## src/hdl/tbd_pkg.sv

```systemverilog
package tbd_pkg;
    // Instruction classes decoded by this block
    typedef enum logic [5:0] {
        TBD_OP_NONE,       TBD_OP_NOP,        TBD_OP_MOV_A,
        TBD_OP_MOV_REG,    TBD_OP_MOV_DIR,    TBD_OP_MOV_IND,
        TBD_OP_MOV_DATA_POINTER_16,   TBD_OP_CODE_READ,  TBD_OP_XDATA_RD,
        TBD_OP_XDATA_WR,   TBD_OP_PUSH,       TBD_OP_POP,
        TBD_OP_BYTE_XCHG,  TBD_OP_NIB_XCHG,   TBD_OP_CARRY_LOGIC,
        TBD_OP_BIT_MOVE,   TBD_OP_BIT_SET,    TBD_OP_ABS_CALL,
        TBD_OP_ABS_JUMP,   TBD_OP_LONG_CALL,  TBD_OP_LONG_JUMP,
        TBD_OP_RETURN,     TBD_OP_INT_RETURN, TBD_OP_REL_JUMP,
        TBD_OP_BIT_JUMP,   TBD_OP_ACC_JUMP,   TBD_OP_IND_JUMP,
        TBD_OP_CMP_JUMP,   TBD_OP_DEC_JUMP
    } tbd_class_t;

    // Operand sources and destinations
    typedef enum logic [2:0] {
        TBD_SRC_NONE, TBD_SRC_ACC, TBD_SRC_REG, TBD_SRC_DIR,
        TBD_SRC_IND,  TBD_SRC_IMM, TBD_SRC_DATA_POINTER_16, TBD_SRC_PC
    } tbd_src_t;

    // Decoded result for one opcode
    typedef struct packed {
        logic       valid;
        tbd_class_t cls;
        logic [1:0] length;
        logic [3:0] cycles;
        tbd_src_t   src;
        tbd_src_t   dst;
        logic [2:0] reg_sel;
        logic       ptr_sel;
        logic       use_reg;
        logic       use_ptr;
        logic       bit_inv;
        logic       cond_sense;
        logic       bit_clear;
    } tbd_dec_t;

    localparam logic [1:0] TBD_LEN_1   = 2'h1;
    localparam logic [1:0] TBD_LEN_2   = 2'h2;
    localparam logic [1:0] TBD_LEN_3   = 2'h3;
    localparam logic [3:0] TBD_CYC_2   = 4'h2;
    localparam logic [3:0] TBD_CYC_4   = 4'h4;
    localparam int         TBD_REG_LSB = 0;
    localparam int         TBD_REG_W   = 3;
    localparam int         TBD_PAGE_LSB = 5;
    localparam logic [4:0] TBD_ABS_JMP_LOW  = 5'h01;
    localparam logic [4:0] TBD_ABS_CALL_LOW = 5'h11;
    localparam logic [7:0] TBD_OPC_RESET = 8'h00;
endpackage

```

## src/hdl/tbd_dec_if.sv

```systemverilog
`timescale 1ns/1ps
`default_nettype none
// Opcode in, decoded word out, between core and table
interface tbd_dec_if;
    import tbd_pkg::*;
    logic [7:0] opcode;
    tbd_dec_t   dec;
    modport table_side (input opcode, output dec);
    modport user_side  (output opcode, input dec);
endinterface
`default_nettype wire

```

## src/hdl/tbd_opcode_table.sv

```systemverilog
`timescale 1ns/1ps
`default_nettype none
module tbd_opcode_table (
    tbd_dec_if.table_side dif  // Opcode and decoded word
);
    import tbd_pkg::*;

    // Classify one opcode
    always_comb begin
        logic [7:0] op;
        tbd_dec_t   d;
        op        = dif.opcode;
        d         = '0;
        d.valid   = 1'b1;
        d.cls     = TBD_OP_NONE;
        d.length  = TBD_LEN_1;
        d.cycles  = TBD_CYC_2;
        d.reg_sel = op[TBD_REG_LSB +: TBD_REG_W];
        d.ptr_sel = op[0];
        if (op[4:0] == TBD_ABS_JMP_LOW) begin
            d.cls = TBD_OP_ABS_JUMP; d.length = TBD_LEN_2;
            d.cycles = TBD_CYC_4;
        end else if (op[4:0] == TBD_ABS_CALL_LOW) begin
            d.cls = TBD_OP_ABS_CALL; d.length = TBD_LEN_2;
            d.cycles = TBD_CYC_4;
        end else if (op[3]) begin
            // Bank register groups
            d.use_reg = 1'b1;
            case (op[7:4])
                4'hE: begin d.cls = TBD_OP_MOV_A; d.src = TBD_SRC_REG;
                    d.dst = TBD_SRC_ACC; end
                4'hF: begin d.cls = TBD_OP_MOV_REG; d.src = TBD_SRC_ACC;
                    d.dst = TBD_SRC_REG; end
                4'hA: begin d.cls = TBD_OP_MOV_REG; d.src = TBD_SRC_DIR;
                    d.dst = TBD_SRC_REG; d.length = TBD_LEN_2;
                    d.cycles = TBD_CYC_4; end
                4'h7: begin d.cls = TBD_OP_MOV_REG; d.src = TBD_SRC_IMM;
                    d.dst = TBD_SRC_REG; d.length = TBD_LEN_2; end
                4'h8: begin d.cls = TBD_OP_MOV_DIR; d.src = TBD_SRC_REG;
                    d.dst = TBD_SRC_DIR; d.length = TBD_LEN_2;
                    d.cycles = TBD_CYC_4; end
                4'hC: begin d.cls = TBD_OP_BYTE_XCHG; d.src = TBD_SRC_REG;
                    d.dst = TBD_SRC_ACC; end
                4'hB: begin d.cls = TBD_OP_CMP_JUMP; d.src = TBD_SRC_IMM;
                    d.dst = TBD_SRC_REG; d.length = TBD_LEN_3;
                    d.cycles = TBD_CYC_4; end
                4'hD: begin d.cls = TBD_OP_DEC_JUMP; d.dst = TBD_SRC_REG;
                    d.length = TBD_LEN_2; d.cycles = TBD_CYC_4; end
                default: begin d.valid = 1'b0; d.use_reg = 1'b0; end
            endcase
        end else if (op[3:1] == 3'h3) begin
            // Indirect pointer register groups
            d.use_ptr = 1'b1;
            case (op[7:4])
                4'hE: begin d.cls = TBD_OP_MOV_A; d.src = TBD_SRC_IND;
                    d.dst = TBD_SRC_ACC; end
                4'h8: begin d.cls = TBD_OP_MOV_DIR; d.src = TBD_SRC_IND;
                    d.dst = TBD_SRC_DIR; d.length = TBD_LEN_2;
                    d.cycles = TBD_CYC_4; end
                4'hF: begin d.cls = TBD_OP_MOV_IND; d.src = TBD_SRC_ACC;
                    d.dst = TBD_SRC_IND; end
                4'hA: begin d.cls = TBD_OP_MOV_IND; d.src = TBD_SRC_DIR;
                    d.dst = TBD_SRC_IND; d.length = TBD_LEN_2;
                    d.cycles = TBD_CYC_4; end
                4'h7: begin d.cls = TBD_OP_MOV_IND; d.src = TBD_SRC_IMM;
                    d.dst = TBD_SRC_IND; d.length = TBD_LEN_2; end
                4'hC: begin d.cls = TBD_OP_BYTE_XCHG; d.src = TBD_SRC_IND;
                    d.dst = TBD_SRC_ACC; end
                4'hD: begin d.cls = TBD_OP_NIB_XCHG; d.src = TBD_SRC_IND;
                    d.dst = TBD_SRC_ACC; end
                4'hB: begin d.cls = TBD_OP_CMP_JUMP; d.src = TBD_SRC_IMM;
                    d.dst = TBD_SRC_IND; d.length = TBD_LEN_3;
                    d.cycles = TBD_CYC_4; end
                default: begin d.valid = 1'b0; d.use_ptr = 1'b0; end
            endcase
        end else if (op[3:1] == 3'h1 && op[7:5] == 3'h7) begin
            // External data moves through the pointer register
            d.use_ptr = 1'b1;
            d.cycles  = TBD_CYC_4;
            d.cls = op[4] ? TBD_OP_XDATA_WR : TBD_OP_XDATA_RD;
            d.src = op[4] ? TBD_SRC_ACC : TBD_SRC_IND;
            d.dst = op[4] ? TBD_SRC_IND : TBD_SRC_ACC;
        end else begin
            d.cycles = TBD_CYC_4;
            case (op)
                8'h00: begin d.cls = TBD_OP_NOP; d.cycles = TBD_CYC_2; end
                8'hE5: begin d.cls = TBD_OP_MOV_A; d.src = TBD_SRC_DIR;
                    d.dst = TBD_SRC_ACC; d.length = TBD_LEN_2;
                    d.cycles = TBD_CYC_2; end
                8'h74: begin d.cls = TBD_OP_MOV_A; d.src = TBD_SRC_IMM;
                    d.dst = TBD_SRC_ACC; d.length = TBD_LEN_2;
                    d.cycles = TBD_CYC_2; end
                8'hF5: begin d.cls = TBD_OP_MOV_DIR; d.src = TBD_SRC_ACC;
                    d.dst = TBD_SRC_DIR; d.length = TBD_LEN_2;
                    d.cycles = TBD_CYC_2; end
                8'h85: begin d.cls = TBD_OP_MOV_DIR; d.src = TBD_SRC_DIR;
                    d.dst = TBD_SRC_DIR; d.length = TBD_LEN_3; end
                8'h75: begin d.cls = TBD_OP_MOV_DIR; d.src = TBD_SRC_IMM;
                    d.dst = TBD_SRC_DIR; d.length = TBD_LEN_3; end
                8'h90: begin d.cls = TBD_OP_MOV_DATA_POINTER_16; d.src = TBD_SRC_IMM;
                    d.dst = TBD_SRC_DATA_POINTER_16; d.length = TBD_LEN_3; end
                8'h93: begin d.cls = TBD_OP_CODE_READ; d.src = TBD_SRC_DATA_POINTER_16;
                    d.dst = TBD_SRC_ACC; end
                8'h83: begin d.cls = TBD_OP_CODE_READ; d.src = TBD_SRC_PC;
                    d.dst = TBD_SRC_ACC; end
                8'hE0: begin d.cls = TBD_OP_XDATA_RD; d.src = TBD_SRC_DATA_POINTER_16;
                    d.dst = TBD_SRC_ACC; end
                8'hF0: begin d.cls = TBD_OP_XDATA_WR; d.src = TBD_SRC_ACC;
                    d.dst = TBD_SRC_DATA_POINTER_16; end
                8'hC0: begin d.cls = TBD_OP_PUSH; d.src = TBD_SRC_DIR;
                    d.length = TBD_LEN_2; end
                8'hD0: begin d.cls = TBD_OP_POP; d.dst = TBD_SRC_DIR;
                    d.length = TBD_LEN_2; end
                8'hC5: begin d.cls = TBD_OP_BYTE_XCHG; d.src = TBD_SRC_DIR;
                    d.dst = TBD_SRC_ACC; d.length = TBD_LEN_2;
                    d.cycles = TBD_CYC_2; end
                8'h82, 8'h72: begin d.cls = TBD_OP_CARRY_LOGIC;
                    d.length = TBD_LEN_2; end
                8'hB0, 8'hA0: begin d.cls = TBD_OP_CARRY_LOGIC;
                    d.bit_inv = 1'b1; d.length = TBD_LEN_2; end
                8'hA2: begin d.cls = TBD_OP_BIT_MOVE; d.dst = TBD_SRC_NONE;
                    d.length = TBD_LEN_2; d.cycles = TBD_CYC_2; end
                8'h92: begin d.cls = TBD_OP_BIT_MOVE; d.cond_sense = 1'b1;
                    d.length = TBD_LEN_2; end
                8'hC3, 8'hD3, 8'hB3: begin d.cls = TBD_OP_BIT_SET;
                    d.cycles = TBD_CYC_2; end
                8'hC2, 8'hD2, 8'hB2: begin d.cls = TBD_OP_BIT_SET;
                    d.length = TBD_LEN_2; d.cycles = TBD_CYC_2; end
                8'h12: begin d.cls = TBD_OP_LONG_CALL;
                    d.length = TBD_LEN_3; end
                8'h22: d.cls = TBD_OP_RETURN;
                8'h32: d.cls = TBD_OP_INT_RETURN;
                8'h80: begin d.cls = TBD_OP_REL_JUMP;
                    d.length = TBD_LEN_2; end
                8'h40, 8'h50: begin d.cls = TBD_OP_REL_JUMP;
                    d.cond_sense = ~op[4]; d.length = TBD_LEN_2; end
                8'h20, 8'h30, 8'h10: begin d.cls = TBD_OP_BIT_JUMP;
                    d.cond_sense = (op[5:4] != 2'h3);
                    d.bit_clear = (op[5:4] == 2'h1);
                    d.length = TBD_LEN_3; end
                8'h60, 8'h70: begin d.cls = TBD_OP_ACC_JUMP;
                    d.cond_sense = ~op[4]; d.length = TBD_LEN_2; end
                8'h02: begin d.cls = TBD_OP_LONG_JUMP;
                    d.length = TBD_LEN_3; end
                8'h73: begin d.cls = TBD_OP_IND_JUMP;
                    d.src = TBD_SRC_DATA_POINTER_16; end
                8'hB5: begin d.cls = TBD_OP_CMP_JUMP; d.src = TBD_SRC_DIR;
                    d.dst = TBD_SRC_ACC; d.length = TBD_LEN_3; end
                8'hB4: begin d.cls = TBD_OP_CMP_JUMP; d.src = TBD_SRC_IMM;
                    d.dst = TBD_SRC_ACC; d.length = TBD_LEN_3; end
                8'hD5: begin d.cls = TBD_OP_DEC_JUMP; d.dst = TBD_SRC_DIR;
                    d.length = TBD_LEN_3; end
                default: begin d.valid = 1'b0; d.cycles = TBD_CYC_2; end
            endcase
        end
        dif.dec = d;
    end
endmodule
`default_nettype wire

```

## src/hdl/tbd_branch_calc.sv

```systemverilog
`timescale 1ns/1ps
`default_nettype none
module tbd_branch_calc (
    input  wire logic [15:0] next_pc,   // Address after the branch
    input  wire logic [7:0]  rel,       // Signed relative offset
    input  wire logic [7:0]  opcode,    // Absolute jump opcode
    input  wire logic [7:0]  low_byte,  // Second instruction byte
    input  wire logic [7:0]  cmp_a,     // First compare operand
    input  wire logic [7:0]  cmp_b,     // Second compare operand
    output logic      [15:0] rel_target, // Relative destination
    output logic      [15:0] abs_target, // Absolute destination
    output logic             cmp_ne,     // Operands differ
    output logic             cmp_carry   // First below second
);
    import tbd_pkg::*;

    // Signed offset plus next address
    assign rel_target = next_pc + {{8{rel[7]}}, rel};
    // Page from opcode, low bits from operand
    assign abs_target = {next_pc[15:11],
                         opcode[7:TBD_PAGE_LSB], low_byte};
    // Unsigned compare outcome
    assign cmp_ne    = (cmp_a != cmp_b);
    assign cmp_carry = (cmp_a < cmp_b);
endmodule
`default_nettype wire

```

## src/hdl/tbd_decoder.sv

```systemverilog
`timescale 1ns/1ps
`default_nettype none
// Summary of operation
// - Bank register number is the lowest three opcode bits.
// - Absolute jump, call: address bits 10-8 from opcode top.
// - Moves into accumulator take 2 cycles.
// - Bank register moves: per-source lengths and cycles.
// - Direct byte moves: 2 cycles from accumulator, else 4.
// - Indirect moves take 2 or 4 cycles by source.
// - Data pointer load is 3 bytes, 4 cycles.
// - Code memory reads are 1 byte, 4 cycles.
// - External data reads are 1 byte, 4 cycles.
// - External data writes are 1 byte, 4 cycles.
// - Push and pop are 2 bytes, 4 cycles.
// - Byte exchanges take 2 cycles.
// - Low nibble exchange is 1 byte, 2 cycles.
// - Carry logic with a bit is 2 bytes, 4 cycles.
// - Bit to carry takes 2 cycles, carry to bit takes 4.
// - Long call, return and interrupt return take 4 cycles.
// - Short and carry relative jumps are 2 bytes, 4 cycles.
// - Bit test jumps are 3 bytes, 4 cycles.
// - Accumulator zero jumps are 2 bytes, 4 cycles.
// - Long jump and indirect jump take 4 cycles.
// - Compare and jump forms are 3 bytes, 4 cycles.
// - Decrement and jump forms take 4 cycles.
module tbd_decoder (
    input  wire logic         clk,          // System clock
    input  wire logic         resetn,       // Sync reset, low
    input  wire logic         op_valid,     // Opcode offered
    input  wire logic [7:0]   opcode,       // First byte
    input  wire logic [7:0]   byte2,        // Second byte
    input  wire logic [7:0]   byte3,        // Third byte
    input  wire logic [15:0]  instr_pc,     // Opcode address
    input  wire logic [7:0]   acc,          // Accumulator value
    input  wire logic [7:0]   operand,      // Compare operand
    output logic              op_ready,     // Decoder idle
    output tbd_pkg::tbd_dec_t dec,          // Held decode word
    output logic [15:0]       next_pc,      // Following address
    output logic [15:0]       target,       // Branch destination
    output logic              cmp_carry,    // Compare carry
    output logic              cmp_ne,       // Compare unequal
    output logic              exec_active,  // Executing
    output logic              exec_last     // Final cycle
);
    import tbd_pkg::*;

    typedef enum {TBD_ST_IDLE, TBD_ST_EXEC} tbd_state_t;

    // Whole module state
    typedef struct packed {
        tbd_state_t  st;
        tbd_dec_t    dec;
        logic [3:0]  cnt;
        logic [15:0] next_pc;
        logic [15:0] target;
        logic        carry;
        logic        ne;
    } tbd_regs_t;

    tbd_regs_t  s_r;
    tbd_regs_t  s_nxt;
    logic [15:0] pc_after;
    logic [15:0] rel_t;
    logic [15:0] abs_t;
    logic        c_ne;
    logic        c_cy;
    logic [7:0]  rel_byte;
    logic [7:0]  cmp_rhs;

    tbd_dec_if dif ();

    assign dif.opcode = opcode;

    tbd_opcode_table u_table (
        .dif (dif.table_side)
    );

    // Following address
    assign pc_after = instr_pc + {14'h0000, dif.dec.length};
    // Relative byte is the last byte
    assign rel_byte = (dif.dec.length == TBD_LEN_3) ? byte3 : byte2;
    // Immediate or direct compare operand
    assign cmp_rhs  = (dif.dec.src == TBD_SRC_IMM) ? byte2 : operand;

    tbd_branch_calc u_calc (
        .next_pc    (pc_after),
        .rel        (rel_byte),
        .opcode     (opcode),
        .low_byte   (byte2),
        .cmp_a      ((dif.dec.dst == TBD_SRC_ACC) ? acc : operand),
        .cmp_b      (cmp_rhs),
        .rel_target (rel_t),
        .abs_target (abs_t),
        .cmp_ne     (c_ne),
        .cmp_carry  (c_cy)
    );

    // Next state
    always_comb begin
        s_nxt = s_r;
        case (s_r.st)
            TBD_ST_IDLE: begin
                if (op_valid) begin
                    s_nxt.st      = TBD_ST_EXEC;
                    s_nxt.dec     = dif.dec;
                    s_nxt.cnt     = dif.dec.cycles - 4'h1;
                    s_nxt.next_pc = pc_after;
                    s_nxt.carry   = c_cy;
                    s_nxt.ne      = c_ne;
                    case (dif.dec.cls)
                        TBD_OP_ABS_JUMP,
                        TBD_OP_ABS_CALL: s_nxt.target = abs_t;
                        TBD_OP_LONG_JUMP,
                        TBD_OP_LONG_CALL: s_nxt.target = {byte2, byte3};
                        TBD_OP_REL_JUMP, TBD_OP_BIT_JUMP,
                        TBD_OP_ACC_JUMP, TBD_OP_CMP_JUMP,
                        TBD_OP_DEC_JUMP: s_nxt.target = rel_t;
                        default: s_nxt.target = pc_after;
                    endcase
                end
            end
            TBD_ST_EXEC: begin
                s_nxt.cnt = s_r.cnt - 4'h1;
                if (s_r.cnt == 4'h1) begin
                    s_nxt.st = TBD_ST_IDLE;
                end
            end
            default: s_nxt.st = TBD_ST_IDLE;
        endcase
    end

    // State register
    always_ff @(posedge clk) begin
        if (!resetn) begin
            s_r <= '0;
        end else begin
            s_r <= s_nxt;
        end
    end

    // Outputs
    assign op_ready    = (s_r.st == TBD_ST_IDLE);
    assign dec         = s_r.dec;
    assign next_pc     = s_r.next_pc;
    assign target      = s_r.target;
    assign cmp_carry   = s_r.carry;
    assign cmp_ne      = s_r.ne;
    assign exec_active = (s_r.st == TBD_ST_EXEC);
    assign exec_last   = exec_active && (s_r.cnt == 4'h1);
endmodule
`default_nettype wire

```

## config.mk

```make
export PLATFORM = sky130hd
export DESIGN_NAME = tbd_decoder
export DESIGN_NICKNAME = d
export VERILOG_FILES = /design/src/hdl/tbd_pkg.sv /design/src/hdl/tbd_dec_if.sv /design/src/hdl/tbd_opcode_table.sv /design/src/hdl/tbd_branch_calc.sv /design/src/hdl/tbd_decoder.sv
export SDC_FILE = /design/constraint.sdc
export NUM_CORES = 1
export LEC_CHECK = 0
export BUFFER_PORTS_ARGS = -buffer_cell sky130_fd_sc_hd__buf_2
export CAP_MARGIN = 15
export CORE_MARGIN = 8
export CORE_UTILIZATION = 30
export CTS_BUF_LIST = sky130_fd_sc_hd__clkbuf_8
export CTS_CLUSTER_SIZE = 12
export DETAILED_ROUTE_END_ITERATION = 8
export GPL_ROUTABILITY_DRIVEN = 0
export PLACE_DENSITY = 0.55
export SKIP_CTS_REPAIR_TIMING = 1
export SLEW_MARGIN = 25
export SYNTH_ARGS = -nofsm -noshare
export SYNTH_HDL_FRONTEND = slang
export SYNTH_SLANG_ARGS = --single-unit
```

## constraint.sdc

```tcl
create_clock -name clk -period 9.4 [get_ports clk]
set_clock_uncertainty 0.05 [all_clocks]
set_input_delay 0.47 -clock clk [delete_from_list [all_inputs] [get_ports clk]]
set_output_delay 0.47 -clock clk [all_outputs]
set_load 0.02 [all_outputs]
```

**Word level (Yosys, flattened, before mapping)**

Cells that the tools add are included.

- Multiplexer cells: 50
- Add/subtract/negate cells: 4
- Order comparisons: 1
- Shift-type cells: 0
- Div/mod/pow operators: 0
- Multiply operators: 0
- Equality and inequality tests: 74
- Bitwise logic cells: 1
- Reductions and logical operators: 46

Operators with widths:

| cell | number |
|---|---|
| $eq 8x8->1 const B | 26 |
| $pmux 5 s23 | 1 |
| $mux 98 | 1 |
| $eq 8x7->1 const B | 8 |
| $logic_not 32->1 | 2 |
| $pmux 32 s2 | 1 |
| $pmux 5 s6 | 2 |
| $eq 6x5->1 const B | 9 |
| $pmux 16 s3 | 1 |
| $reduce_or 42->1 | 1 |
| $mux 19 | 2 |
| $eq 32x1->1 const B | 1 |
| $eq 32x2->1 const B | 1 |
| $eq 8x6->1 const B | 4 |
| $mux 32 | 1 |
| $pmux 6 s5 | 1 |
| $reduce_or 30->1 | 1 |
| $eq 4x4->1 const B | 7 |
| $reduce_or 3->1 | 9 |
| $mux 12 | 2 |
| $mux 8 | 3 |
| $reduce_or 2->1 | 12 |
| $mux 3 | 7 |
| $reduce_or 20->1 | 1 |
| 40 further kinds | 72 |

- Memories: 0
- Bits in registers: 98
- Logic and storage cells: 195
- Bits in latches: 0
- RAM bits: 0
- Output and inout port bits: 65
- Bits in read-only memories: 0

**Logic depth before layout (Yosys ltp)**

Gate-level depths: netlist of run 1.

- Depth after elaboration: 14
- Depth in mapped cells: 26
- Mapped depth without buffers: 24

**Modules after synthesis**

From an unflattened synthesis of run 1, not the netlist that was laid out.

- Cell total of the unflattened synthesis: 894
- Area, all modules: 6666.4 um^2

By module, submodules not included:

| module | instances | area an instance (um^2) | cells each |
|---|---|---|---|
| tbd_decoder | 1 | 3900.0 | 484 |
| tbd_opcode_table | 1 | 1672.9 | 264 |
| tbd_branch_calc | 1 | 1093.5 | 146 |

**Least setup slack after synthesis of run 1**

OpenSTA, ideal clock, no wires.

- Path kind: input to register
- Start: input opcode[1]
- End: register s_r (netlist bit target[15])
- Stages on the path: 24
- Setup slack: 4.473 ns
- Arrival time: 4.759 ns
- Path buffers: 1
- Required time: 9.231 ns
- Setup time: 0.119 ns
- Path through: buf_2 nor4_2 a22oi_1 o311ai_0 nor2_1 o21ai_0 ha_1 a21o_1 and4_1 inv_1 nor2_1 xnor2_1 inv_1 ha_1 o21a_1 o21ai_0 nand2_1 o21ai_0 a31o_2 o21ai_0 xor2_1 nor2_1 o21ba_2 o221a_2

RTL lines:

| element | line | source |
|---|---|---|
| start: declaration | tbd_decoder.sv:30 | `input wire logic [7:0] opcode,` |
| end signal: assignment | tbd_decoder.sv:137 | `s_r <= s_nxt;` |
| end: declaration | tbd_decoder.sv:60 | `tbd_regs_t s_r;` |

==> summary.txt, run 1 <==
Timing
  – Min cycle time layout: 5.529 ns
  – RSZ-0062 raised after global routing: no
  – Max_slew headroom: 0.4266
  – Worst Hold Margin: 0.3711 ns
  – Fmax: 180.9 MHz
  – Worst Tran Pin Value: 0.8601 ns
  – Final setup fails: 0
  – Final Hold Viols: 0
  – Max-slew violations: 0
  – Setup TNS: 0 ns
  – Final period util: 0.5881

Logic synthesis
  – Synthesized area per cell: around 7.4 um2
  – Flops & latches, synth: 63
  – Largest family of logic cells by synthesized area: compound AO/OA/AOI/OAI gates
  – Post-Syn Area: 6156 um2
  – Asr flop ratio synth: 0
  – Synth Area in XOR/XNOR: 0.03984
  – Gate Count Post-Synth: around 830
  – Post-Synth Adder-Cell Area: 0.06341
  – Synth Flop Type: dfxtp_1
  – Post-synthesis simple-gate area fraction: 0.2474
  – Synth Area in Compound Gates: 0.2665
  – Post-synth cell types: 79
  – Post-synthesis sequential area ratio: 0.2049
  – Synth warn: 0
  – Mux cell area share after synthesis: 0.04715
  – Post-synth EDFFs: 0

Run status
  – Status: finished clean

Placement
  – Cells after DPL: between 1,000 and 1,500
  – Placed inst area: 6457 um2
  – Post-DP HPWL: around 16,000 um
  – Count of input and output buffers: 120

Drt
  – Starting DRT DRC Count: between 900 and 1,000
  – Drt drc: 0
  – Drt wl/cell: between 15 and 20 um
  – Via count: about 6,300
  – DRT antenna net count: 0
  – DRT Wirelength: ~21,000 um
  – Post-DR vias/cell: ~5.6
  – 1st-pass router iterations: 6

Clocking
  – H-tree Lvls: 3
  – CTS root buf: clkbuf_8
  – CTS buffer count: 9
  – Longest Clk Path Bufs: 2
  – CTS tree: done
  – Clock Latency Late Sink: around 0.36 ns
  – Reg clk slew, reported paths: 0.08 ns
  – Clk sinks: 63

Global routing
  – Total gr overflow: 0
  – M3 GR Usage: 0.05662
  – Global routing usage on met2: 0.2461
  – GRT busiest layer: met2
  – First-pass GRT wire length: 33,610 um
  – Met1 Usage GRT: 0.2096
  – Largest net degree at the start of global routing: 65
  – Initial antenna violation count: 0
  – Vias in the first global route: a little over 6,000
  – GRT Util Overall: 0.1627

Cells and area
  – Final Instance Area: around 6600 um2
  – Antenna diodes: 0
  – Share of cells above drive strength 1: 0.2040
  – Nets: between 900 and 1,000
  – Layout area overhead: 7.846%
  – Finished Layout Cells: between 1,000 and 1,500

Worst setup path
  – Worst setup path category: in -> reg
  – Crit path launch type: input pin
  – WP data required: between 9 and 10 ns
  – Crit path max fanout: 43
  – CP Capture Type: register
  – Critical Path AT: approximately 5.7 ns

Floorplan
  – Die ar.: roughly 25,000 um2
  – Core ar.: approximately 20,000 um2
  – I/O pins: roughly 120
  – Die W: ~160 um
  – Rows: 52
  – Die Y: around 160 um
  – Initial core utilization: 0.3052

Power and ir drop
  – Max VDD drop: 0.06132 mV
  – Power Density: 130.8 nW/um2
  – P_leak: between 2 and 3 nW

Run
  – Max-Cap Viols: 0

Hold path
  – Min-Delay Path Class: in -> reg
-- Yosys cell counts, types with 8 or more instances --
library cell  instances  area [um2]
nand2_1              92       345.3
nor2_1               64       240.2
dfxtp_1              63        1261
buf_4                62       465.5
o21ai_0              54       270.3
a21oi_1              50       250.2
clkbuf_1             35       131.4
ha_1                 28       350.3
inv_1                26       97.59
nor3_1               24       120.1
nand3_1              17       85.08
mux2_2               16       180.2
nor2b_1              16       100.1
xnor2_1              15       131.4
buf_2                14       70.07
nand2b_1             14       87.58
a31oi_1              13       81.33
o211a_1              13       130.1
o21a_1               13       97.59
xor2_1               13       113.9
a21boi_0             12       90.09
mux2i_1              11       110.1
nor3b_1              11       82.58
a22oi_1              10       75.07
buf_1                10       37.54
o211ai_1              9       67.56
a211oi_1              8       60.06
-- final timing paths --
| kind | start | slack, ns | cells past startpoint | to |
|---|---|---|---|---|
| setup / recovery | opcode[5] | 3.87 | 22 | target[15] |
| hold / removal | byte3[0] | 0.37 | 3 | target[0] |
| setup reg to reg | s_r[66] | 7.29 | 5 | target[7] |
| hold reg to reg | target[4] | 0.41 | 2 | target[4] |
-- worst max-delay path, cell delays in order --
cell	delay, ns
buf_2	0.57
inv_1	0.40
o311ai_0	0.65
nor2_1	0.07
o21ai_0	0.45
ha_1	0.25
a21o_1	0.11
and4_1	0.25
inv_1	0.05
nor2_1	0.25
nand3_1	0.13
xor2_1	0.29
inv_1	0.08
ha_1	0.34
o21a_1	0.14
o21ai_0	0.07
a31o_2	0.24
o21ai_0	0.20
xor2_1	0.20
nor2_1	0.06
o21ba_2	0.24
o221a_2	0.21
-- where the power goes --
part,switching (W),total [W],internal (W)
clock,0.000125,0.000224,0.0000987
combinational,0.000212,0.000341,0.000129
sequential,0.0000143,0.000304,0.000289
total,0.000352,0.000868,0.000517
-- layout make-up --
type / count / area (um2)
Fill cell: 2224 / 13530
Multi-Input combinational cell: 626 / 4108
Sequential cell: 63 / 1261
Timing Repair Buffer: 127 / 653.1
Tap cell: 270 / 337.8
Clock buffer: 9 / 123.9
Inverter: 26 / 97.59
Clock inverter: 7 / 57.56
-- metal layers --
layer,part of all wire,wire [um]
met3,0.092,1966
met1,0.44,9467
met5,0,0
met2,0.43,9195
met4,0.032,685
-- state kept, by name (all words and copies together) (netlist names) --
register   flops
dec           24
cmp_carry      1
cmp_ne         1
target        16
next_pc       16
s_r            5
-- cell usage in the layout (no fill, tap or decap), types with 8 or more instances in the layout --
master    synthesis  routed
xnor2_1          15      15
nand3_1          17      17
nand2_1          92      92
o211ai_1          9       9
a31oi_1          13      13
nor3_1           24      24
clkbuf_8          0       9
o21ai_0          54      54
o21a_1           13      13
a211oi_1          8       8
nand2b_1         14      14
buf_2            14     120
a21boi_0         12      12
a22oi_1          10      10
nor2_1           64      64
dfxtp_1          63      63
ha_1             28      28
a21oi_1          50      50
mux2_2           16      16
inv_1            26      26
mux2i_1          11      11
o211a_1          13      13
xor2_1           13      13
nor2b_1          16      15
nor3b_1          11      11
-- per-stage QoR --
stage	total power [W]	utilization	worst slack, ns
3_3_place_gp	0.0006464	0.3202	3.648
3_5_place_dp	0.0006467	0.3202	3.640
4_1_cts	0.0008757	0.3292	4.029
6_report	0.0008684	0.3292	3.871
2_1_floorplan	0.0005726	-	4.473
5_1_grt	0.0009281	0.3292	3.534
-- kinds of logic (layout without fill, tap and decap cells) --
logic type | Yosys count | count (layout)
adders and majority gates | 30 | 30
xor gates and xnor gates | 28 | 28
AOI/OAI and AO/OA | 243 | 243
DFF | 63 | 63
muxes | 27 | 27
buffers and inverters | 147 | 169
and+or+nand+nor | 295 | 295
other | 1 | 3
Note: power is estimated with default switching activity, not from simulation.
==> run 2: changes to the inputs <==
--- a/config.mk
+++ b/config.mk
@@ -5,6 +5,7 @@
 export SDC_FILE = /design/constraint.sdc
 export NUM_CORES = 1
 export LEC_CHECK = 0
+export ABC_AREA = 1
 export BUFFER_PORTS_ARGS = -buffer_cell sky130_fd_sc_hd__buf_2
 export CAP_MARGIN = 15
 export CORE_MARGIN = 8
@@ -13,7 +14,7 @@
 export CTS_CLUSTER_SIZE = 12
 export DETAILED_ROUTE_END_ITERATION = 8
 export GPL_ROUTABILITY_DRIVEN = 0
-export PLACE_DENSITY = 0.55
+export PLACE_DENSITY = 0.57
 export SKIP_CTS_REPAIR_TIMING = 1
 export SLEW_MARGIN = 25
 export SYNTH_ARGS = -nofsm -noshare
==> constraint.sdc (replaced) <==
create_clock -name clk -period 5 [get_ports clk]
set_clock_uncertainty 0.05 [all_clocks]
set_input_delay 0.25 -clock clk [delete_from_list [all_inputs] [get_ports clk]]
set_output_delay 0.25 -clock clk [all_outputs]
set_load 0.02 [all_outputs]
==> run 2 against run 1 <==
  * Flip-flop and latch count stayed put
  * Clock power is 90% higher
  * Sequential share of layout area decreased by 0.42 points
  * Total power rose by 96%
  * Combinational power grew 110%
  * Synthesized area shrank 3.2%
  * Non-clock buffer count rose by 29
  * Count of clock-buffer cells in the layout stayed put
  * Critical path depth up 10
==> summary.txt, run 2 <==
Timing
  – Final worst slack: 0.4925 ns (-3.379 ns)
  – Fmax: ~220 MHz
  – Final period util: 0.9015
  – Max-slew violations: 0 (unchanged)
  – Worst Tran Pin Value: 0.8563 ns (-0.003854 ns)
  – RSZ-0062 raised after global routing: no
  – Final setup fails: 0 (unchanged)
  – Min cycle time layout: 4.507 ns
  – Final Hold Viols: 0 (unchanged)
  – Max_slew headroom: 0.4283 (+0.001738)
  – Setup TNS: 0 ns (unchanged)

Global routing
  – Total gr overflow: 0 (unchanged)
  – M3 GR Usage: 0.06553 (+0.008915)
  – Largest net degree at the start of global routing: 58 (-11%)
  – Initial antenna violation count: 0 (unchanged)
  – Vias in the first global route: 6,341 (+4.6%)
  – GRT busiest layer: met1
  – First-pass GRT wire length: 34,380 um (+2.3%)
  – GRT Util Overall: 0.1779 (+0.01513)
  – Global routing usage on met2: 0.2446 (-0.001496)
  – Met1 Usage GRT: 0.2504 (+0.04075)

Drt
  – Via count: 6,612 (+5.5%)
  – Drt drc: 0 (unchanged)
  – DRT Wirelength: 21,940 um (+2.9%)
  – Post-DR vias/cell: 4.990 (-10%)
  – 1st-pass router iterations: 7 (+1)
  – DRT antenna net count: 0 (unchanged)
  – Drt wl/cell: 16.56 um (-12%)
  – Starting DRT DRC Count: 585 (-37%)

Logic synthesis
  – Asr flop ratio synth: 0 (unchanged)
  – Post-synthesis sequential area ratio: 0.2116 (+0.006753)
  – Synthesized area per cell: 6.081 um2 (-18%)
  – Synth Flop Type: dfxtp_1
  – Synth warn: 0 (unchanged)
  – Post-synth cell types: 53 (-33%)
  – Post-Syn Area: 5959 um2 (-3.2%)
  – Most frequent cells after synthesis: nand2_1, nor2_1, inv_1
  – Top cell type's share of synthesized area: 0.2116 (+0.006753)
  – Ranking of synthesized cells by area: dfxtp_1, nand2_1, buf_4, nor2_1, inv_1
  – Count leader, synth: nand2_1
  – Post-synth EDFFs: 0 (unchanged)
  – Gate Count Post-Synth: 980 (+18%)
  – Flops & latches, synth: 63 (unchanged)
  – Synth area leader: dfxtp_1

Cells and area
  – Share of cells above drive strength 1: 0.1925 (-0.01151)
  – Max reg flops: 24 (unchanged)
  – Nets: 1,145 (+22%)
  – Antenna diodes: 0 (unchanged)
  – Commonest cells after routing, fill and taps aside: nand2_1, buf_2, nor2_1
  – Finished Core Util: 0.3488 (+0.01961)
  – Layout area overhead: 13.90%
  – Most common cell after layout, fill and taps aside: nand2_1

Run status
  – Status: finished clean

Placement
  – Post-DP HPWL: 17,410 um (+9.5%)
  – Place WS: -0.06968 ns (-3.710 ns)
  – Count of input and output buffers: 120 (unchanged)

Clocking
  – Clk sinks: 63 (unchanged)
  – CTS root buf: clkbuf_8
  – Clock Latency Late Sink: 0.35 ns (about the same)
  – Longest Clk Path Bufs: 2 (unchanged)
  – Reg clk slew, reported paths: 0.08 ns (about the same)
  – CTS buffer count: 9 (unchanged)
  – CTS tree: done
  – H-tree Lvls: 3 (unchanged)

Floorplan
  – I/O pins: 124 (unchanged)
  – Die Y: 156.9 um (-1.4%)
  – Die ar.: 24,630 um2 (-2.9%)
  – Core ar.: 19,460 um2 (-3.5%)
  – Die W: 156.9 um (-1.4%)
  – Initial core utilization: 0.3062 (+0.0009929)
  – Rows: 51 (-1.9%)

Hold path
  – Hold Path Cell Cnt: 3 (unchanged)
  – Min-Delay Path Class: in -> reg

Run
  – Max-Cap Viols: 0 (unchanged)

Worst setup path
  – WP data required: 5.20 ns (-4.41 ns)
  – Critical path depth in cells: 32 (+45%)
  – Worst Reg2Reg Path Length in Cells: 8 (+3)
  – Worst setup path category: in -> reg
  – Delay-heaviest family, CP: simple AND/OR/NAND/NOR gates
  – Buffers and inverters on the worst path: 6 (+2)
  – R2r setup slk: 2.59 ns (-4.70 ns)
  – Critical Path AT: 4.71 ns (-1.03 ns)
  – CP peak stage delay: 0.39 ns (-0.26 ns)
  – Crit path launch type: input pin
  – CP Capture Type: register
  – Crit path max fanout: 8 (-81%)
  – Cell mode on critical path: nand2_1
  – Slowest CP cell: nor2_2

Power and ir drop
  – Max VDD drop: 0.1365 mV (+120%)
  – Power Density: 251.1 nW/um2 (+92%)
  – P_leak: 3.627 nW (+24%)
==> run 2: cell types whose count changed in the layout (fill, tap and decap cells not counted), sizes merged, moves of 14 or more <==
cell,before,now
a21oi,52,81
buf,127,155
inv,28,119
mux2,16,0
nand2,92,218
nand2b,14,0
nand3,17,56
nand4,7,24
nor2,64,125
nor2b,16,0
o21ai,56,73
==> run 2: worst reg2reg max path, stage by stage (launching register included) <==
cell	delay [ns]
dfxtp_1	0.36
inv_1	0.13
nand2_1	0.06
buf_4	0.25
inv_2	0.69
buf_4	0.43
nand3_1	0.14
a21oi_1	0.14
nor2_1	0.05
==> run 2: logic make-up (layout without fill, tap and decap cells) <==
family	after synthesis	after routing	share of synthesized area
and+or+nand+nor	449	449	0.3246
muxes	1	1	0.001680
buffers and inverters	216	294	0.1772
other	1	3	0.0006293
adders and majority gates	30	30	0.06551
AOI/OAI and AO/OA	195	195	0.1820
xor gates and xnor gates	25	25	0.03674
DFF	63	63	0.2116
==> run 2: stage by stage <==
stage	cells	hold slack, ns	total power [W]	cell area, um2
2_1_floorplan	982	0.3654	0.001098	5967
3_3_place_gp	1307	0.4013	0.001280	6553
3_5_place_dp	1307	0.4027	0.001276	6553
4_1_cts	1322	0.1717	0.001712	6730
5_1_grt	1325	0.1854	0.001830	6788
6_report	1325	0.1959	0.001704	6788
==> run 2: path summary, 6_finish.rpt <==
kind	start	to
setup / recovery	opcode[6]	target[15]
hold / removal	byte3[0]	target[0]
hold reg to reg	dec[17]	dec[17]
setup reg to reg	s_r[66]	target[12]
==> run 2: report_power, final <==
group	leakage [nW]	total, W	switching [W]	internal (W)
Sequential	0.520	0.000571	0.0000250	0.000546
Clock	0.0998	0.000425	0.000203	0.000222
Combinational	3.01	0.000708	0.000452	0.000256
==> run 2: metal layers <==
metal,vias up,wire length (um),share of wire
li1,3296,-,-
met1,2937,10510,0.48
met2,331,8452,0.39
met3,48,2543,0.12
met4,0,439,0.020
met5,-,0,0
==> run 2: final cells by class <==
cell class | instances | area [um2]
multi-input cells | 703 | 3679
fillers | 2213 | 12670
flip-flops and latches | 63 | 1261
well taps | 265 | 331.6
repair buffers | 156 | 873.3
inverters | 123 | 465.4
clock inverters | 6 | 53.80
clock buffers | 9 | 123.9
==> run 3: changes to the inputs <==
--- a/config.mk
+++ b/config.mk
@@ -14,9 +14,10 @@
 export CTS_CLUSTER_SIZE = 12
 export DETAILED_ROUTE_END_ITERATION = 8
 export GPL_ROUTABILITY_DRIVEN = 0
-export PLACE_DENSITY = 0.57
+export PLACE_DENSITY = 0.56
 export SKIP_CTS_REPAIR_TIMING = 1
 export SLEW_MARGIN = 25
 export SYNTH_ARGS = -nofsm -noshare
 export SYNTH_HDL_FRONTEND = slang
+export SYNTH_HIERARCHICAL = 1
 export SYNTH_SLANG_ARGS = --single-unit
==> run 3 against run 2 <==
  * Count of clock-buffer cells in the layout increased by 1
  * Fmax rose by 5.0%
  * Core utilization is 2.0 points lower
  * Sequential share of layout area shrank 0.53 points
  * Non-clock buffer count decreased by 20
  * Critical path depth is 3 lower
  * Synthesized area is 15% higher
  * Global-route usage shrank 0.94 points
  * Flip-flop and latch count rose by 4
  * Combinational power increased by 9.7%
  * Largest cell class unchanged
  * Highest routed layer is now met5
==> summary.txt, run 3 <==
Run status
  – Status: finished clean

Global routing
  – Vias in the first global route: 6,982 (+10%)
  – Initial antenna violation count: 1 (+1)
  – First-pass GRT wire length: 38,050 um (+11%)
  – GRT Util Overall: 0.1684 (-0.009434)
  – Total gr overflow: 0 (unchanged)
  – Largest net degree at the start of global routing: 84 (+45%)

Timing
  – Final Hold Viols: 0 (unchanged)
  – Max-slew violations: 0 (unchanged)
  – Fmax: 233.0 MHz (+5.0%)
  – Min cycle time layout: 4.291 ns (-0.2165 ns)
  – Final period util: 0.8582 (-0.04331)
  – Max_slew headroom: 0.4441 (+0.01574)
  – Worst Tran Pin Value: 0.8339 ns (-0.02236 ns)
  – Final setup fails: 0 (unchanged)
  – RSZ-0062 raised after global routing: no
  – Setup TNS: 0 ns (unchanged)

Drt
  – DRT Wirelength: 24,050 um (+9.6%)
  – Via count: 7,402 (+12%)
  – Top Layer Used: met5
  – Starting DRT DRC Count: 784 (+34%)
  – Met3 routed WL: 1822 um (-28%)
  – Drt wl/cell: 15.93 um (-3.8%)
  – WL met1: 11,090 um (+5.6%)
  – Post-DR vias/cell: 4.902 (-1.8%)
  – Drt drc: 0 (unchanged)
  – Met2 wire length: 10,450 um (+24%)
  – DRT antenna net count: 0 (unchanged)
  – 1st-pass router iterations: 6 (-1)

Logic synthesis
  – Top cell type's share of synthesized area: 0.1949 (-0.01669)
  – Gate Count Post-Synth: 1,186 (+21%)
  – Count leader, synth: nand2_1
  – Most frequent cells after synthesis: nand2_1, nor2_1, inv_1
  – Synth warn: 6 (+6)
  – Post-Syn Area: 6880 um2 (+15%)
  – Synth Flop Type: dfxtp_1
  – Ranking of synthesized cells by area: dfxtp_1, nand2_1, nor2_1, buf_4, inv_1
  – Synthesized area per cell: 5.801 um2 (-4.6%)
  – Flops & latches, synth: 67 (+6.3%)
  – Post-synthesis sequential area ratio: 0.1949 (-0.01669)
  – Post-synth EDFFs: 0 (unchanged)
  – Asr flop ratio synth: 0 (unchanged)
  – Synth area leader: dfxtp_1
  – Post-synth cell types: 48 (-9.4%)

Clocking
  – Clock Latency Late Sink: 0.36 ns (about the same)
  – Longest Clk Path Bufs: 2 (unchanged)
  – CTS tree: done
  – CTS root buf: clkbuf_8
  – Clk sinks: 67 (+6.3%)
  – H-tree Lvls: 3 (unchanged)
  – Reg clk slew, reported paths: 0.09 ns (about the same)
  – CTS buffer count: 9 (unchanged)

Worst setup path
  – Buffers and inverters on the worst path: 3 (-3)
  – WP data required: 5.19 ns (about the same)
  – Critical Path AT: 4.48 ns (-0.23 ns)
  – Crit path max fanout: 15 (+7)
  – Slowest CP cell: xor2_1
  – Cell mode on critical path: nand2_1
  – Delay-heaviest family, CP: simple AND/OR/NAND/NOR gates
  – CP peak stage delay: 0.38 ns (about the same)
  – CP Capture Type: register
  – Crit path launch type: input pin
  – Worst setup path category: in -> reg

Cells and area
  – Nets: 1,309 (+14%)
  – Share of cells above drive strength 1: 0.1763 (-0.01613)
  – Layout area overhead: 7.983%
  – Antenna diodes: 0 (unchanged)
  – Finished Core Util: 0.3292 (-0.01961)
  – Fillers: 2,550 (+15%)
  – Most common cell after layout, fill and taps aside: nand2_1
  – Max reg flops: 28 (+17%)
  – Commonest cells after routing, fill and taps aside: nand2_1, nor2_1, inv_1

Floorplan
  – Die Y: 167.4 um (+6.7%)
  – I/O pins: 124 (unchanged)
  – Die ar.: 28,040 um2 (+14%)
  – Die W: 167.4 um (+6.7%)
  – Initial core utilization: 0.3048 (-0.001381)
  – Core ar.: 22,570 um2 (+16%)
  – Rows: 55 (+7.8%)

Run
  – Max-Cap Viols: 0 (unchanged)

Power and ir drop
  – P_leak: 4.119 nW (+14%)
  – Max VDD drop: 0.1049 mV (-23%)
  – Power Density: 266.7 nW/um2 (+6.2%)

Placement
  – Post-DP HPWL: 18,890 um (+8.5%)
  – Count of input and output buffers: 123 (+2.5%)

Hold path
  – Min-Delay Path Class: in -> reg
==> run 3: layout make-up <==
| class | count | area, um2 | share of cell area |
|---|---|---|---|
| sequential | 67 | 1341 | 0.1805 |
| timing repair buffer | 136 | 713.2 | 0.09599 |
| multi-input combinational | 862 | 4223 | 0.5684 |
| inverter | 144 | 545.5 | 0.07343 |
| clock buffer | 10 | 137.6 | 0.01852 |
| tap | 285 | 356.6 | 0.04800 |
| clock inverter | 6 | 112.6 | 0.01516 |
==> run 3: worst reg2reg max path, stage by stage, from the launching register on <==
cell and delay, ns:
dfxtp_1 0.38, nor2_4 0.13, clkinv_1 0.57, buf_4 0.49, nor2_1 0.29, nor2_1 0.09
==> run 3: cell families (layout without fill, tap and decap cells) <==
logic type | after synthesis | in the layout | synth area share
buffers and inverters | 259 | 296 | 0.1935
AO/OA/AOI/OAI | 138 | 138 | 0.1064
adder cells (fa/ha/maj) | 30 | 30 | 0.05674
AND/OR/NAND/NOR | 661 | 661 | 0.4057
XOR/XNOR | 19 | 19 | 0.02419
flip-flops | 67 | 67 | 0.1949
other | 1 | 3 | 0.0005450
multiplexers | 11 | 11 | 0.01800
==> run 3: metrics by stage <==
| stage | power, W | setup WS [ns] | instance area, um2 | std cells | hold slack [ns] |
|---|---|---|---|---|---|
| final | 0.001981 | 0.7090 | 7430 | 1510 | 0.1243 |
| after global routing | 0.002121 | 0.2194 | 7430 | 1510 | 0.1203 |
| after detailed placement | 0.001388 | 0.4098 | 7179 | 1494 | 0.4211 |
| after global placement | 0.001388 | 0.3969 | 7179 | 1494 | 0.4093 |
| after floorplan | 0.001222 | 1.318 | 6888 | 1188 | 0.3940 |
| after CTS | 0.002001 | 0.8063 | 7430 | 1510 | 0.1002 |
==> run 3: where the power goes <==
group / switching [W] / internal, W / leakage, nW
Clock: 0.000252 / 0.000346 / 0.126
Combinational: 0.000515 / 0.000262 / 3.44
Sequential: 0.0000244 / 0.000581 / 0.555
==> run 3: routing by layer <==
metal | vias to the layer above | global-route usage
li1 | 3712 | -
met1 | 3271 | 0.2225
met2 | 349 | 0.2663
met3 | 68 | 0.03315
met4 | 2 | 0.06366
met5 | - | 0
==> run 3: path summary, 6_finish.rpt <==
kind | startpoint | to | slack, ns | cells after the start
setup / recovery | opcode[3] | target[15] | 0.71 | 29
hold / removal | opcode[2] | dec[8] | 0.12 | 3
setup reg to reg | s_r[66] | dec[19] | 2.89 | 5
hold reg to reg | target[12] | target[12] | 0.43 | 2
